<file path="config.mk">
export PLATFORM = sky130hd
export DESIGN_NAME = brs_seq
export DESIGN_NICKNAME = d
export VERILOG_FILES = /design/src/include/brs_pkg.sv /design/src/brs_seq.sv
export SDC_FILE = /design/constraint.sdc
export NUM_CORES = 1
export LEC_CHECK = 0
export CORE_MARGIN = 8
export CORE_UTILIZATION = 53
export CTS_CLUSTER_DIAMETER = 150
export DETAILED_ROUTE_END_ITERATION = 16
export DONT_BUFFER_PORTS = 1
export MAX_ROUTING_LAYER = met4
export PLACE_DENSITY = 0.68
export SLEW_MARGIN = 30
export SYNTH_ARGS = -nofsm -noshare
export SYNTH_HDL_FRONTEND = slang
export SYNTH_SLANG_ARGS = --single-unit
</file>
<file path="constraint.sdc">
create_clock -name clk_sys -period 5.53 [get_ports clk_sys]
set_input_delay 1.659 -clock clk_sys [delete_from_list [all_inputs] [get_ports clk_sys]]
set_output_delay 1.659 -clock clk_sys [all_outputs]
set_load 0.01 [all_outputs]
</file>
<file path="src/include/brs_pkg.sv">
// Purpose: constants and types for the boot and hold-button reset sequencer
// Assumes: 10 MHz system clock, one-second tick derived by a divider
// Notes: APB register map and display codes live here
// What this block does
// RULE1: fault lamp on at power-up
// RULE2: missing card, image or key halts, lamp on
// RULE3: failed authenticity check halts, lamp on
// RULE4: boot start: lamp off, point animation
// RULE5: animation over 30 seconds is boot error
// RULE6: show version two seconds, then address/errors
// RULE7: unassigned address shows auto prefix
// RULE8: then set configured startup application state
// RULE9: button ignored unless switch three closed
// RULE10: log every button operation
// RULE11: hold over 5 s selects clear exception
// RULE12: after 1 s count 4-1, release aborts
// RULE13: countdown done shows pending reset code
// RULE14: halt running application before clear reset
// RULE15: second countdown, release means clear exception
// RULE16: past 10 s pending config code, release resets
// RULE17: config reset halts application, stores data
// RULE18: after config reset application stays stopped
// RULE19: third countdown, release means config reset
// RULE20: pending factory code held until release
// RULE21: factory reset restores defaults, deletes files
// RULE22: factory reset halts application, stores data
// RULE23: button synchronised, debounced, one-second tick timed
// RULE24: states stopped, run, logic-halted, error
package brs_pkg;
   localparam int unsigned CLK_HZ = 10_000_000;
   localparam int unsigned TICK_CYC = CLK_HZ;
   localparam int unsigned BOOT_LIMIT_S = 30;
   localparam int unsigned VERSION_S = 2;
   localparam int unsigned DEBOUNCE_MS = 10;
   localparam int unsigned DEBOUNCE_CYC = CLK_HZ / 1000 * DEBOUNCE_MS;
   localparam logic [7:0] ADDR_CTRL = 8'h00;
   localparam logic [7:0] ADDR_STATUS = 8'h04;
   localparam logic [7:0] ADDR_EVENT = 8'h08;
   localparam logic [7:0] ADDR_VERSION = 8'h0C;
   // control bit positions
   localparam int CTRL_CARD = 0;
   localparam int CTRL_IMAGE = 1;
   localparam int CTRL_KEY = 2;
   localparam int CTRL_CHK_DONE = 3;
   localparam int CTRL_CHK_OK = 4;
   localparam int CTRL_OS_UP = 5;
   localparam int CTRL_ADDR_SET = 6;
   localparam int CTRL_START_LSB = 8;
   localparam int CTRL_HALT_ACK = 10;
   localparam int CTRL_EVT_ACK = 11;
   localparam logic [31:0] CTRL_RST = 32'h0000_0000;
   typedef enum logic [1:0] {APP_STOP, APP_RUN, APP_LHALT, APP_ERROR} brs_app_e;
   typedef enum logic [2:0] {ACT_NONE, ACT_CLEAR, ACT_CONFIG, ACT_FACTORY} brs_act_e;
   typedef enum logic [3:0] {
      DSP_BLANK, DSP_ANIM, DSP_VERSION, DSP_ADDR, DSP_AUTO_ADDR, DSP_COUNT,
      DSP_PENDING_RESET, DSP_PENDING_CONFIG, DSP_PENDING_FACTORY, DSP_BOOT_ERR
   } brs_dsp_e;
endpackage : brs_pkg

</file>
<file path="src/brs_seq.sv">
// Purpose: startup sequencing and hold-time pushbutton interpretation
// Assumes: pins synchronous except the button and arst_n, both synchronised here
// Notes: firmware reports boot checks through the control register
//
// Our own choices: the register addresses and the APB interface to the registers.
`timescale 1ns/1ps
module brs_seq #(
   parameter int unsigned TICK_CYC = brs_pkg::TICK_CYC,
   parameter int unsigned DEBOUNCE_CYC = brs_pkg::DEBOUNCE_CYC
) (
   input wire logic clk_sys,
   input wire logic arst_n,
   input wire logic psel,
   input wire logic penable,
   input wire logic pwrite,
   input wire logic [7:0] paddr,
   input wire logic [31:0] pwdata,
   output logic [31:0] prdata,
   output logic pready,
   output logic pslverr,
   input wire logic button_n,
   input wire logic mode_sw3,
   output logic fault_lamp,
   output logic [3:0] display_code,
   output logic [2:0] display_count,
   output logic [1:0] app_state,
   output logic app_halt_req,
   output logic store_data_req,
   output logic cfg_default_req,
   output logic user_wipe_req,
   output logic ctrl_reset_req,
   output logic event_log_pulse,
   output logic [1:0] event_log_kind
);
   typedef enum logic [2:0] {
      ST_CHECK, ST_HALTED, ST_BOOT, ST_VERSION, ST_SHOW, ST_BOOT_ERR
   } brs_boot_e;
   typedef enum logic [2:0] {
      BT_IDLE, BT_WAIT, BT_COUNT, BT_PEND, BT_HALT, BT_FIRE
   } brs_btn_e;

   typedef struct packed {
      logic [1:0] btn_sync;
      logic btn_db;
      logic [23:0] db_cnt;
      logic [23:0] div_cnt;
      logic tick;
      brs_boot_e boot;
      logic [5:0] sec_cnt;
      brs_btn_e btn;
      logic [4:0] hold_s;
      logic [2:0] level;
      logic [2:0] count;
      logic keep_stopped;
      logic [31:0] ctrl;
      logic [7:0] evt_cnt;
      logic [1:0] app;
      logic fault;
      logic [3:0] dsp;
      logic halt_req;
      logic store_req;
      logic cfg_req;
      logic wipe_req;
      logic rst_req;
      logic evt_pulse;
      logic [1:0] evt_kind;
      logic [31:0] rdata;
      logic ready;
   } brs_state_s;

   brs_state_s s_q;
   brs_state_s s_d;
   // reset synchroniser sits outside the state word: it cannot be reset by its own output
   logic [1:0] rst_sync_q;
   logic rst_n;

   assign rst_n = rst_sync_q[1];

   function automatic logic app_active(input logic [1:0] a);
      return a == 2'(brs_pkg::APP_RUN) || a == 2'(brs_pkg::APP_LHALT);
   endfunction : app_active

   // level 1 = clear exception, 2 = config reset, 3 = factory reset
   function automatic logic [3:0] pend_code(input logic [2:0] lvl);
      case (lvl)
         3'd1: return 4'(brs_pkg::DSP_PENDING_RESET);
         3'd2: return 4'(brs_pkg::DSP_PENDING_CONFIG);
         default: return 4'(brs_pkg::DSP_PENDING_FACTORY);
      endcase
   endfunction : pend_code

   // address view; the prefix form stands when nothing assigned an address
   function automatic logic [3:0] addr_code(input logic [31:0] c);
      return c[brs_pkg::CTRL_ADDR_SET] ? 4'(brs_pkg::DSP_ADDR) : 4'(brs_pkg::DSP_AUTO_ADDR);
   endfunction : addr_code

   always_comb begin
      s_d = s_q;
      s_d.evt_pulse = 1'b0;
      s_d.ready = 1'b0;
      // [RULE23] synchronise and debounce the active-low button
      s_d.btn_sync = {s_q.btn_sync[0], ~button_n};
      if (s_q.btn_sync[1] == s_q.btn_db) begin
         s_d.db_cnt = '0;
      end else if (s_q.db_cnt == 24'(DEBOUNCE_CYC - 1)) begin
         s_d.btn_db = s_q.btn_sync[1];
         s_d.db_cnt = '0;
      end else begin
         s_d.db_cnt = s_q.db_cnt + 24'd1;
      end
      // [RULE23] one-second tick
      s_d.tick = 1'b0;
      if (s_q.div_cnt == 24'(TICK_CYC - 1)) begin
         s_d.div_cnt = '0;
         s_d.tick = 1'b1;
      end else begin
         s_d.div_cnt = s_q.div_cnt + 24'd1;
      end

      case (s_q.boot)
         brs_boot_e'(ST_CHECK): begin
            s_d.fault = 1'b1; // [RULE1]
            if (!(s_q.ctrl[brs_pkg::CTRL_CARD] && s_q.ctrl[brs_pkg::CTRL_IMAGE]
                  && s_q.ctrl[brs_pkg::CTRL_KEY])) begin
               s_d.boot = s_q.boot; // [RULE2] wait; firmware sees lamp on
            end else if (s_q.ctrl[brs_pkg::CTRL_CHK_DONE]) begin
               if (s_q.ctrl[brs_pkg::CTRL_CHK_OK]) begin
                  s_d.boot = ST_BOOT;
                  s_d.fault = 1'b0; // [RULE4]
                  s_d.dsp = 4'(brs_pkg::DSP_ANIM); // [RULE4]
                  s_d.sec_cnt = '0;
                  // restart the second divider so the boot limit counts from here
                  s_d.div_cnt = '0;
                  s_d.tick = 1'b0;
               end else begin
                  s_d.boot = ST_HALTED; // [RULE3]
               end
            end
         end
         brs_boot_e'(ST_HALTED): begin
            s_d.fault = 1'b1; // [RULE3] only a failed check reaches here
         end
         brs_boot_e'(ST_BOOT): begin
            if (s_q.ctrl[brs_pkg::CTRL_OS_UP]) begin
               s_d.boot = ST_VERSION;
               s_d.dsp = 4'(brs_pkg::DSP_VERSION); // [RULE6]
               s_d.sec_cnt = '0;
               s_d.div_cnt = '0;
               s_d.tick = 1'b0;
            end else if (s_q.tick) begin
               if (s_q.sec_cnt == 6'(brs_pkg::BOOT_LIMIT_S)) begin
                  s_d.boot = ST_BOOT_ERR; // [RULE5]
                  s_d.dsp = 4'(brs_pkg::DSP_BOOT_ERR);
                  s_d.app = 2'(brs_pkg::APP_ERROR);
               end else begin
                  s_d.sec_cnt = s_q.sec_cnt + 6'd1;
               end
            end
         end
         brs_boot_e'(ST_VERSION): begin
            if (s_q.tick) begin
               s_d.sec_cnt = s_q.sec_cnt + 6'd1;
               if (s_q.sec_cnt == 6'(brs_pkg::VERSION_S - 1)) begin
                  s_d.boot = ST_SHOW;
                  s_d.dsp = addr_code(s_q.ctrl); // [RULE6] [RULE7]
                  // [RULE8] [RULE18]
                  s_d.app = s_q.keep_stopped ? 2'(brs_pkg::APP_STOP) :
                     s_q.ctrl[brs_pkg::CTRL_START_LSB +: 2];
                  s_d.keep_stopped = 1'b0;
               end
            end
         end
         default: begin
         end
      endcase

      // pushbutton, only in the address view or after a boot error [RULE24]
      case (s_q.btn)
         brs_btn_e'(BT_IDLE): begin
            if (s_q.btn_db && mode_sw3 && s_q.boot inside {ST_SHOW, ST_BOOT_ERR}) begin // [RULE9]
               s_d.btn = BT_WAIT;
               s_d.hold_s = '0;
               s_d.level = 3'd0;
               s_d.div_cnt = '0;
               s_d.tick = 1'b0; // a tick already under way would cut the first second
            end
         end
         brs_btn_e'(BT_WAIT), brs_btn_e'(BT_COUNT): begin
            if (!s_q.btn_db) begin
               // [RULE12] abort, [RULE15] [RULE19] fall back one level
               if (s_q.level == 3'd0) begin
                  s_d.btn = BT_IDLE;
                  // back to whatever stood before the press
                  s_d.dsp = s_q.boot == ST_BOOT_ERR ? 4'(brs_pkg::DSP_BOOT_ERR) :
                     addr_code(s_q.ctrl); // [RULE7]
               end else begin
                  s_d.btn = BT_HALT;
               end
            end else if (s_q.tick) begin
               if (s_q.btn == BT_WAIT) begin
                  s_d.btn = BT_COUNT; // [RULE12] [RULE15] [RULE19]
                  s_d.count = 3'd4;
                  s_d.dsp = 4'(brs_pkg::DSP_COUNT);
               end else if (s_q.count == 3'd1) begin
                  s_d.btn = BT_PEND;
                  s_d.level = s_q.level + 3'd1;
                  s_d.dsp = pend_code(s_q.level + 3'd1); // [RULE13] [RULE16] [RULE20]
               end else begin
                  s_d.count = s_q.count - 3'd1;
               end
            end
         end
         brs_btn_e'(BT_PEND): begin
            if (!s_q.btn_db) begin
               s_d.btn = BT_HALT; // [RULE13] [RULE16] [RULE20]
            end else if (s_q.tick && s_q.level != 3'd3) begin
               s_d.btn = BT_COUNT; // [RULE15] [RULE19]
               s_d.count = 3'd4;
               s_d.dsp = 4'(brs_pkg::DSP_COUNT);
            end
         end
         brs_btn_e'(BT_HALT): begin
            // [RULE14] [RULE17] [RULE22]
            if (app_active(s_q.app) && !s_q.ctrl[brs_pkg::CTRL_HALT_ACK]) begin
               s_d.halt_req = 1'b1;
               s_d.store_req = s_q.level != 3'd1;
            end else begin
               s_d.halt_req = 1'b0;
               s_d.store_req = 1'b0;
               s_d.app = 2'(brs_pkg::APP_STOP);
               s_d.btn = BT_FIRE;
               s_d.evt_pulse = 1'b1; // [RULE10]
               s_d.evt_kind = s_q.level[1:0];
               s_d.evt_cnt = s_q.evt_cnt + 8'd1;
               s_d.cfg_req = s_q.level != 3'd1; // [RULE16] [RULE21]
               s_d.wipe_req = s_q.level == 3'd3; // [RULE21]
               s_d.keep_stopped = s_q.level != 3'd1; // [RULE18]
               s_d.rst_req = 1'b1; // [RULE11]
            end
         end
         brs_btn_e'(BT_FIRE): begin
            // requests stand until firmware sets the event acknowledge bit, then the boot check restarts
            if (s_q.ctrl[brs_pkg::CTRL_EVT_ACK]) begin
               s_d.cfg_req = 1'b0;
               s_d.wipe_req = 1'b0;
               s_d.rst_req = 1'b0;
               s_d.btn = BT_IDLE;
               s_d.boot = ST_CHECK;
               s_d.dsp = 4'(brs_pkg::DSP_BLANK);
            end
         end
         default: s_d.btn = BT_IDLE;
      endcase

      // apb slave, one wait state
      if (psel && penable && !s_q.ready) begin
         s_d.ready = 1'b1;
         case (paddr)
            brs_pkg::ADDR_CTRL: begin
               if (pwrite) begin
                  s_d.ctrl = pwdata;
               end
               s_d.rdata = s_q.ctrl;
            end
            brs_pkg::ADDR_STATUS: begin
               s_d.rdata = {16'h0000, 1'(s_q.keep_stopped), s_q.level, 1'(s_q.fault),
                            s_q.btn, s_q.boot, s_q.app, s_q.count};
            end
            brs_pkg::ADDR_EVENT: s_d.rdata = {24'h0000_00, s_q.evt_cnt};
            default: s_d.rdata = 32'h0000_0000;
         endcase
      end
   end

   always_ff @(posedge clk_sys or negedge arst_n) begin
      if (!arst_n) begin
         rst_sync_q <= 2'b00;
      end else begin
         rst_sync_q <= {rst_sync_q[0], 1'b1};
      end
   end

   always_ff @(posedge clk_sys or negedge rst_n) begin
      if (!rst_n) begin
         s_q <= '0;
         s_q.boot <= ST_CHECK;
         s_q.fault <= 1'b1;
         s_q.btn <= BT_IDLE;
         s_q.ctrl <= brs_pkg::CTRL_RST;
         s_q.app <= 2'(brs_pkg::APP_STOP);
      end else begin
         s_q <= s_d;
      end
   end

   assign prdata = s_q.rdata;
   assign pready = s_q.ready;
   assign pslverr = 1'b0;
   assign fault_lamp = s_q.fault;
   assign display_code = s_q.dsp;
   assign display_count = s_q.count;
   assign app_state = s_q.app;
   assign app_halt_req = s_q.halt_req;
   assign store_data_req = s_q.store_req;
   assign cfg_default_req = s_q.cfg_req;
   assign user_wipe_req = s_q.wipe_req;
   assign ctrl_reset_req = s_q.rst_req;
   assign event_log_pulse = s_q.evt_pulse;
   assign event_log_kind = s_q.evt_kind;
endmodule : brs_seq

</file>
==> results of run 1 <==
## cell type report
type,instances,area share
flip-flops and latches,161,0.471
well taps,188,0.0275
clock inverters,13,0.0149
clock buffers,19,0.0506
inverters,23,0.0101
repair buffers,3,0.00263
multi-input cells,537,0.423
## worst max-delay path: stages
cell and delay [ns]:
or4_1 0.50, or4_1 0.42, or2_1 0.35, or3b_4 0.71, mux2_4 0.39
## state kept, by name (all words and copies together) (netlist names)
name / count
store_data_req: 1
s_d: 1
event_log_kind: 2
user_wipe_req: 1
s_q: 107
app_state: 2
ctrl_reset_req: 1
pready: 1
display_count: 3
event_log_pulse: 1
rst_sync_q: 2
cfg_default_req: 1
prdata: 32
app_halt_req: 1
fault_lamp: 1
display_code: 4
## power by group
group | leakage [nW] | total [W] | switching, W | internal, W
clock | 0.265 | 0.00112 | 0.000490 | 0.000626
combinational | 1.46 | 0.0000794 | 0.0000492 | 0.0000302
sequential | 2.20 | 0.00124 | 0.0000371 | 0.00120
total | 3.92 | 0.00244 | 0.000576 | 0.00186
## metal layers
metal,routed length (um),vias up
met1,7770,2789
met2,8530,147
met3,1120,18
met4,233,0
met5,0,-
li1,-,2642
## per-stage QoR
step	std cells	hold WS, ns
floorplan	800	0.331
global placement	912	0.320
detailed placement	912	0.336
CTS	944	0.341
global route	944	0.368
finish	944	0.315
## cell usage after synthesis (3+ instances only)
cell type / count / area share
o211ai_1: 3 / 0.0027
a21oi_1: 14 / 0.0085
and4_1: 4 / 0.0042
mux2i_1: 16 / 0.019
inv_1: 23 / 0.010
clkbuf_1: 29 / 0.013
mux2_4: 30 / 0.055
nor2b_1: 9 / 0.0068
nand2b_1: 17 / 0.013
nor4_1: 12 / 0.0091
nand2_1: 62 / 0.028
nand3b_1: 5 / 0.0045
or3_1: 3 / 0.0023
nor2_1: 89 / 0.040
o22ai_1: 4 / 0.0030
buf_4: 44 / 0.040
o21ai_0: 35 / 0.021
a211oi_1: 6 / 0.0055
nor3_1: 13 / 0.0079
dfrtp_1: 160 / 0.48
a21o_1: 3 / 0.0027
xor2_1: 28 / 0.030
nand3_1: 28 / 0.017
mux2_2: 3 / 0.0041
buf_12: 3 / 0.0073
or4_1: 7 / 0.0064
or2_2: 7 / 0.0053
o31ai_1: 6 / 0.0055
ha_1: 14 / 0.021
xnor2_1: 29 / 0.031
or4b_2: 3 / 0.0036
a22o_1: 25 / 0.027
nand4_1: 23 / 0.017
a31oi_1: 3 / 0.0023
and3_1: 8 / 0.0061
## how the worst min path moves through the flow
| stage | from | endpoint | slack, ns |
|---|---|---|---|
| final | rst_sync_q[1] | s_q[145] | 0.31 |
| after global routing | rst_sync_q[0] | rst_sync_q[1] | 0.37 |
| after CTS | rst_sync_q[1] | s_q[152] | 0.34 |
| after floorplan | rst_sync_q[0] | rst_sync_q[1] | 0.33 |
| after detailed placement | rst_sync_q[1] | s_q[152] | 0.34 |
| after global placement | rst_sync_q[1] | ctrl_reset_req | 0.32 |
## logic make-up after synthesis
group / Yosys count / synth area share
AOI/OAI and AO/OA: 118 / 0.0973
xor gates and xnor gates: 57 / 0.0605
adders and majority gates: 15 / 0.0224
buffers and inverters: 102 / 0.0741
DFF: 161 / 0.488
muxes: 49 / 0.0780
other: 2 / 0.000910
and+or+nand+nor: 296 / 0.179
==> impl_metrics.py, run 1 <==
metrics = {
    "outcome": {
        "status": "finished clean",
    },
    "finish": {
        "fill_cells": 1284,
        "layout_common_cells": "159 x dfrtp_1, 88 x nor2_1, 62 x nand2_1",
        "multiInputGateArea_mm2": 0.00362,
        "antenna_cells": 0,
        "fin_util": 0.563,
        "num-nets-final": 804,
        "final_cell_area_mm2": 0.00856,
        "regArea_mm2": 0.00403,
        "drive_gt1_frac": 0.108,
        "syn_to_final_growth_pct": 3.62,
        "layout_commonest_cell": "dfrtp_1",
    },
    "worst_setup_path": {
        "cp.arrival_ns": 4.05,
        "cp-start-kind": "input pin",
        "critPathKind": "in -> reg",
        "worstSetupEndpoint": "s_q[79]",
        "rrSetupSlack_ns": 2.45,
        "rr_worst_depth": 5,
        "critPathRequiredTime_ns": 5.84,
        "r2r-start": "s_q[110]",
        "crit_start": "paddr[7]",
        "end_kind": "flip-flop",
        "r2r_end": "s_q[116]",
        "crit_fanout": 32,
    },
    "floorplanning": {
        "die_h_um": 141,
        "die_area_mm2": 0.0198,
        "die_x_um": 141,
        "ioPinCount": 99,
        "core-area_mm2": 0.0152,
        "fp-row-count": 45,
        "start_util": 0.543,
    },
    "global_route": {
        "antenna_found_initial": 0,
        "grt_max_degree": 68,
        "use_met2": 0.297,
        "busiest_layer": "met2",
        "met1_usage": 0.227,
        "grt_pass1_vias": 5515,
        "grtUsageTotal": 0.187,
        "grt_overflow": 0,
        "use_met3": 0.0554,
        "grt_pass1_wl_mm": 29.0,
    },
    "clock_tree": {
        "cts_max_path_buffers": 2,
        "cts_buffers": 17,
        "hold_buffers": 0,
        "htreeDepth": 4,
        "clk_pin_slew_ns": 0.06,
        "clock-sinks": 161,
        "cts_tree": "built",
        "clk_latency_ns": 0.43,
        "cts-resized-gates": 0,
        "clockRootBuffer": "clkbuf_16",
        "post_cts_buffers": 0,
    },
    "power": {
        "p_leak_nw": 3.92,
        "cellPowerDensity_mw_per_mm2": 285,
        "p_total_w": 0.00244,
        "peakVddDrop_v": 0.000199,
    },
    "placed_design": {
        "dp_hpwl_mm": 12.6,
        "placed_area_mm2": 0.00799,
        "portBuffers": 0,
        "place_congestion": 0.886,
        "place_ws_ns": 1.36,
    },
    "drt": {
        "first_iter_violations": 352,
        "routed_wl_mm": 17.7,
        "vias_per_cell": 5.93,
        "drc_errors": 0,
        "final_antenna_net_count": 0,
        "vias": 5596,
        "first_pass_iters": 4,
        "avgRoutedWirePerCell_um": 18.7,
    },
    "timing": {
        "finalHoldViolations": 0,
        "relSlewSlack": 0.404,
        "setup_viol": 0,
        "finClkSkew_ns": 0.00860,
        "fin_tns_setup_ns": 0,
        "finalMaxSlewViolations": 0,
        "setup_slack_ns": 1.79,
        "worst_pin_slew_ns": 0.886,
        "rsz0062_at_grt": "false",
        "fin_crit_ns": 3.74,
        "fmax_ghz": 0.267,
        "fin_crit_sh": 0.676,
    },
    "synthesis": {
        "syn_nets": 861,
        "syn_area_mm2": 0.00826,
        "yosysUniqueCellTypes": 60,
        "synth_warnings": 0,
        "syn_inst": 800,
        "ys.flop_type": "dfrtp_1",
        "ys_async_sr_fraction": 1.00,
        "ys_seq_elements": 161,
        "synth_edf_count": 0,
        "ys_seq_area_frac": 0.488,
        "syn_area_per_cell_um2": 10.3,
    },
    "run": {
        "cap_violations": 0,
    },
    "min_path": {
        "hp-class": "reg -> async",
    },
}
(Power assumes the default switching activity.)
==> inputs of run 2 (changes only) <==
==> constraint.sdc (replaced) <==
create_clock -name clk_sys -period 3.9 [get_ports clk_sys]
set_input_delay 1.17 -clock clk_sys [delete_from_list [all_inputs] [get_ports clk_sys]]
set_output_delay 1.17 -clock clk_sys [all_outputs]
set_load 0.01 [all_outputs]
==> impl_metrics.py, run 2 (synthesized netlist as in run 1, its figures left out) <==
metrics = {
    "finish": {
        "layout_commonest_cell": "dfrtp_1",
        "regArea_mm2": 0.00403,
        "num-nets-final": 809,
        "drive_gt1_frac": 0.114,
        "top_register": "s_q",
        "multiInputGateArea_mm2": 0.00361,
        "stdcell_count": 949,
        "largest_reg_flops": 107,
        "layout_common_cells": "159 x dfrtp_1, 89 x nor2_1, 62 x nand2_1",
        "syn_to_final_growth_pct": 4.65,
        "antenna_cells": 0,
        "fill_cells": 1284,
    },
    "placed_design": {
        "portBuffers": 0,
        "dp_cells": 917,
        "place_ws_ns": 0.367,
        "dp_hpwl_mm": 12.5,
        "place_congestion": 0.898,
    },
    "power": {
        "pwr-share-comb": 0.032,
        "swShare": 0.238,
        "pwr-share-seq": 0.498,
        "p_leak_nw": 3.98,
        "pwr-share-clk": 0.469,
        "switchingPower_w": 0.000839,
        "peakVddDrop_v": 0.000302,
        "p_int_w": 0.00269,
        "cellPowerDensity_mw_per_mm2": 408,
    },
    "timing": {
        "fin_tns_setup_ns": 0,
        "setup_viol": 0,
        "fin_crit_sh": 0.795,
        "fin_crit_ns": 3.10,
        "finClkSkew_ns": 0.0123,
        "worst_pin_slew_ns": 0.883,
        "setup_slack_ns": 0.798,
        "fmax_ghz": 0.322,
        "relSlewSlack": 0.406,
        "finalMaxSlewViolations": 0,
        "rsz0062_at_grt": "false",
        "finalHoldViolations": 0,
    },
    "floorplanning": {
        "die_x_um": 141,
        "start_util": 0.543,
        "ioPinCount": 99,
        "core-area_mm2": 0.0152,
        "fp-row-count": 45,
        "die_area_mm2": 0.0198,
        "die_h_um": 141,
    },
    "clock_tree": {
        "clk_latency_ns": 0.43,
        "clk_pin_slew_ns": 0.07,
        "cts-resized-gates": 0,
        "cts_max_path_buffers": 2,
        "cts_tree": "built",
        "clock-sinks": 161,
        "hold_buffers": 0,
        "cts_buffers": 17,
        "htreeDepth": 4,
        "clockRootBuffer": "clkbuf_16",
        "post_cts_buffers": 0,
    },
    "drt": {
        "vias_per_cell": 5.88,
        "first_iter_violations": 343,
        "vias": 5578,
        "avgRoutedWirePerCell_um": 18.4,
        "routed_wl_mm": 17.5,
        "final_antenna_net_count": 0,
        "drc_errors": 0,
        "first_pass_iters": 4,
    },
    "global_route": {
        "antenna_found_initial": 0,
        "grt_pass1_wl_mm": 28.8,
        "grt_max_degree": 69,
        "grtUsageTotal": 0.186,
        "grt_pass1_vias": 5413,
        "grt_overflow": 0,
    },
    "worst_setup_path": {
        "cp-start-kind": "input pin",
        "rrSetupSlack_ns": 1.20,
        "end_kind": "flip-flop",
        "critPathKind": "in -> reg",
        "r2r-start": "s_q[104]",
        "r2r_end": "display_code[0]",
        "critPathRequiredTime_ns": 4.21,
        "crit_fanout": 32,
        "rr_worst_depth": 7,
        "cp.arrival_ns": 3.41,
    },
    "min_path": {
        "hp-class": "reg -> async",
    },
    "outcome": {
        "status": "finished clean",
    },
    "run": {
        "cap_violations": 0,
    },
}
[run 2: critical path, cell delays in order]
cell and delay (ns):
or4_1 0.49, or4_1 0.43, or2_1 0.25, or3b_4 0.67, mux2_4 0.39
[run 2: worst max-delay path by stage]
| stage | from | to | slack (ns) | depth (start not counted) |
|---|---|---|---|---|
| global route | paddr[7] | s_q[68] | 0.76 | 5 |
| floorplan | paddr[7] | s_q[58] | 0.40 | 8 |
| CTS | paddr[7] | s_q[63] | 0.82 | 5 |
| global placement | paddr[7] | s_q[79] | 0.39 | 5 |
| detailed placement | paddr[7] | s_q[81] | 0.37 | 5 |
| finish | paddr[7] | s_q[64] | 0.80 | 5 |
[run 2: area by class of cell]
| cell class | instances | area share |
|---|---|---|
| inverter | 23 | 0.00999 |
| multi-input combinational | 537 | 0.418 |
| timing repair buffer | 8 | 0.00840 |
| clock inverter | 12 | 0.0164 |
| sequential | 161 | 0.467 |
| tap | 188 | 0.0272 |
| clock buffer | 20 | 0.0529 |
[run 2: per-layer routing]
layer,vias up,track usage,routed length [um]
li1,2653,-,-
met1,2747,0.236,7690
met5,-,-,0
met3,23,0.0442,1070
met2,155,0.287,8360
met4,0,0.0707,356
[run 2: power by group through the flow]
stage	Combinational, W	Clock [W]	Sequential (W)
2_1_floorplan	0.0000902	0	0.00179
3_3_place_gp	0.000109	0	0.00179
3_5_place_dp	0.000117	0	0.00179
4_1_cts	0.000117	0.00170	0.00176
5_1_grt	0.000131	0.00178	0.00177
6_report	0.000114	0.00166	0.00176
[run 2: through the flow]
stage / total power, W / hold slack (ns) / cell area, um2 / utilization
2_1_floorplan: 0.00188 / 0.331 / 8260 / -
3_3_place_gp: 0.00190 / 0.339 / 8040 / 0.529
3_5_place_dp: 0.00191 / 0.336 / 8040 / 0.529
4_1_cts: 0.00358 / 0.360 / 8640 / 0.568
5_1_grt: 0.00367 / 0.361 / 8640 / 0.568
6_report: 0.00353 / 0.343 / 8640 / 0.568
==> inputs of run 3 (changes only) <==
--- a/config.mk
+++ b/config.mk
@@ -11,7 +11,7 @@
 export DETAILED_ROUTE_END_ITERATION = 16
 export DONT_BUFFER_PORTS = 1
 export MAX_ROUTING_LAYER = met4
-export PLACE_DENSITY = 0.68
+export PLACE_DENSITY = 0.71
 export SLEW_MARGIN = 30
 export SYNTH_ARGS = -nofsm -noshare
 export SYNTH_HDL_FRONTEND = slang
==> constraint.sdc (replaced) <==
create_clock -name clk_sys -period 2.6 [get_ports clk_sys]
set_input_delay 0.78 -clock clk_sys [delete_from_list [all_inputs] [get_ports clk_sys]]
set_output_delay 0.78 -clock clk_sys [all_outputs]
set_load 0.01 [all_outputs]
==> impl_metrics.py, run 3 (synthesized netlist as in run 1, its figures left out) <==
metrics = {
    "outcome": {
        "status": "finished clean",
    },
    "clock_tree": {
        "clk_latency_ns": 0.43,
        "cts-resized-gates": 0,
        "cts_tree": "built",
        "post_cts_buffers": 0,
        "clk_pin_slew_ns": 0.06,
        "clock-sinks": 161,
        "cts_buffers": 17,
        "htreeDepth": 4,
        "hold_buffers": 0,
        "cts_max_path_buffers": 2,
        "clockRootBuffer": "clkbuf_16",
    },
    "power": {
        "p_leak_nw": 4.09,
        "p_total_w": 0.00536,
        "cellPowerDensity_mw_per_mm2": 608,
        "peakVddDrop_v": 0.000401,
    },
    "floorplanning": {
        "ioPinCount": 99,
        "die_x_um": 141,
        "start_util": 0.543,
        "die_area_mm2": 0.0198,
        "die_h_um": 141,
        "fp-row-count": 45,
        "core-area_mm2": 0.0152,
    },
    "global_route": {
        "grt_pass1_vias": 5626,
        "grt_max_degree": 75,
        "grt_overflow": 0,
        "antenna_found_initial": 0,
        "grtUsageTotal": 0.189,
        "grt_pass1_wl_mm": 29.2,
    },
    "finish": {
        "largest_reg_flops": 107,
        "drive_gt1_frac": 0.138,
        "layout_common_cells": "159 x dfrtp_1, 89 x nor2_1, 62 x nand2_1",
        "layout_commonest_cell": "dfrtp_1",
        "top_register": "s_q",
        "antenna_cells": 0,
        "num-nets-final": 825,
        "syn_to_final_growth_pct": 6.73,
        "final_cell_area_mm2": 0.00881,
    },
    "worst_setup_path": {
        "critPathRequiredTime_ns": 2.91,
        "cp-start-kind": "input pin",
        "r2r-start": "pready",
        "cp.arrival_ns": 2.88,
        "critPathMostFrequentCell": "or4_4",
        "rr_worst_depth": 6,
        "end_kind": "flip-flop",
        "crit_fanout": 19,
        "rrSetupSlack_ns": 0.22,
        "r2r_end": "s_q[76]",
        "critPathKind": "in -> reg",
        "critPathMaxStageDelay_ns": 0.50,
        "cp_cell_sequence": "or4_4 -> or4_4 -> or2_1 -> or3b_4 -> buf_12 -> mux2_4",
        "cp_slowest_cell": "or4_4",
        "crit_start": "paddr[7]",
        "worstSetupEndpoint": "s_q[76]",
    },
    "drt": {
        "first_iter_violations": 417,
        "drc_errors": 0,
        "final_antenna_net_count": 0,
        "first_pass_iters": 4,
        "avgRoutedWirePerCell_um": 18.5,
        "vias": 5731,
        "routed_wl_mm": 17.9,
        "vias_per_cell": 5.94,
    },
    "placed_design": {
        "portBuffers": 0,
        "placed_area_mm2": 0.00819,
        "place_ws_ns": -0.410,
        "dp_hpwl_mm": 12.9,
        "place_congestion": 0.933,
    },
    "timing": {
        "rsz0062_at_grt": "false",
        "finalHoldViolations": 0,
        "finClkSkew_ns": 0.00716,
        "finalMaxSlewViolations": 0,
        "setup_slack_ns": 0.0281,
        "worst_pin_slew_ns": 0.685,
        "relSlewSlack": 0.539,
        "fin_crit_ns": 2.57,
        "fmax_ghz": 0.389,
        "fin_crit_sh": 0.989,
        "setup_viol": 0,
    },
    "run": {
        "cap_violations": 0,
    },
    "min_path": {
        "hp-class": "in -> async",
    },
}
## run 3: cell count changes in the layout (fill, tap and decap cells not counted), moves of 2 or more
cell / previous run / this run
buf_4: 7 / 21
or4_1: 7 / 5
or4_4: 0 / 2
buf_12: 1 / 3
inv_6: 3 / 7
inv_8: 3 / 1
## run 3: through the flow
stage | cells | util | TNS, ns | hold WS [ns]
finish | 965 | 0.580 | 0 | 0.0461
CTS | 965 | 0.579 | 0 | 0.0274
global route | 965 | 0.580 | 0 | 0.0242
floorplan | 800 | - | -17.35 | 0.331
global placement | 933 | 0.539 | -13.15 | 0.284
detailed placement | 933 | 0.539 | -13.00 | 0.294
## run 3: routing by layer
layer  routed length, um  part of all wire  track usage
met5                   0                 0            -
met2                8630              0.48        0.302
met1                7830              0.44        0.228
met3                 966             0.054       0.0422
met4                 435             0.024       0.0769
## run 3: how the worst min path moves through the flow
| stage | from | end | slack, ns | depth (start not counted) |
|---|---|---|---|---|
| 4_1_cts | arst_n | rst_sync_q[1] | 0.03 | 0 |
| 6_report | arst_n | rst_sync_q[1] | 0.05 | 0 |
| 2_1_floorplan | rst_sync_q[0] | rst_sync_q[1] | 0.33 | 0 |
| 3_5_place_dp | rst_sync_q[1] | ctrl_reset_req | 0.29 | 0 |
| 3_3_place_gp | rst_sync_q[1] | ctrl_reset_req | 0.28 | 0 |
| 5_1_grt | arst_n | rst_sync_q[1] | 0.02 | 0 |
## run 3: layout make-up
class                      instances  area [um2]
fill                            1256        6390
sequential                       161        4030
multi-input combinational        537        3630
clock buffer                      18         439
tap                              188         235
timing repair buffer              24         218
clock inverter                    14         168
inverter                          23        86.3
## run 3: where the power goes
group	internal [W]	switching, W	total, W	leakage [nW]
clock	0.00147	0.00107	0.00254	0.299
combinational	0.0000688	0.000110	0.000179	1.59
sequential	0.00256	0.0000775	0.00264	2.20
## run 3: worst max-delay path, delay by kind of cell
family	cells	cell delay (ns)
simple gates	4	1.60
mux	1	0.30
buf+inv	1	0.19
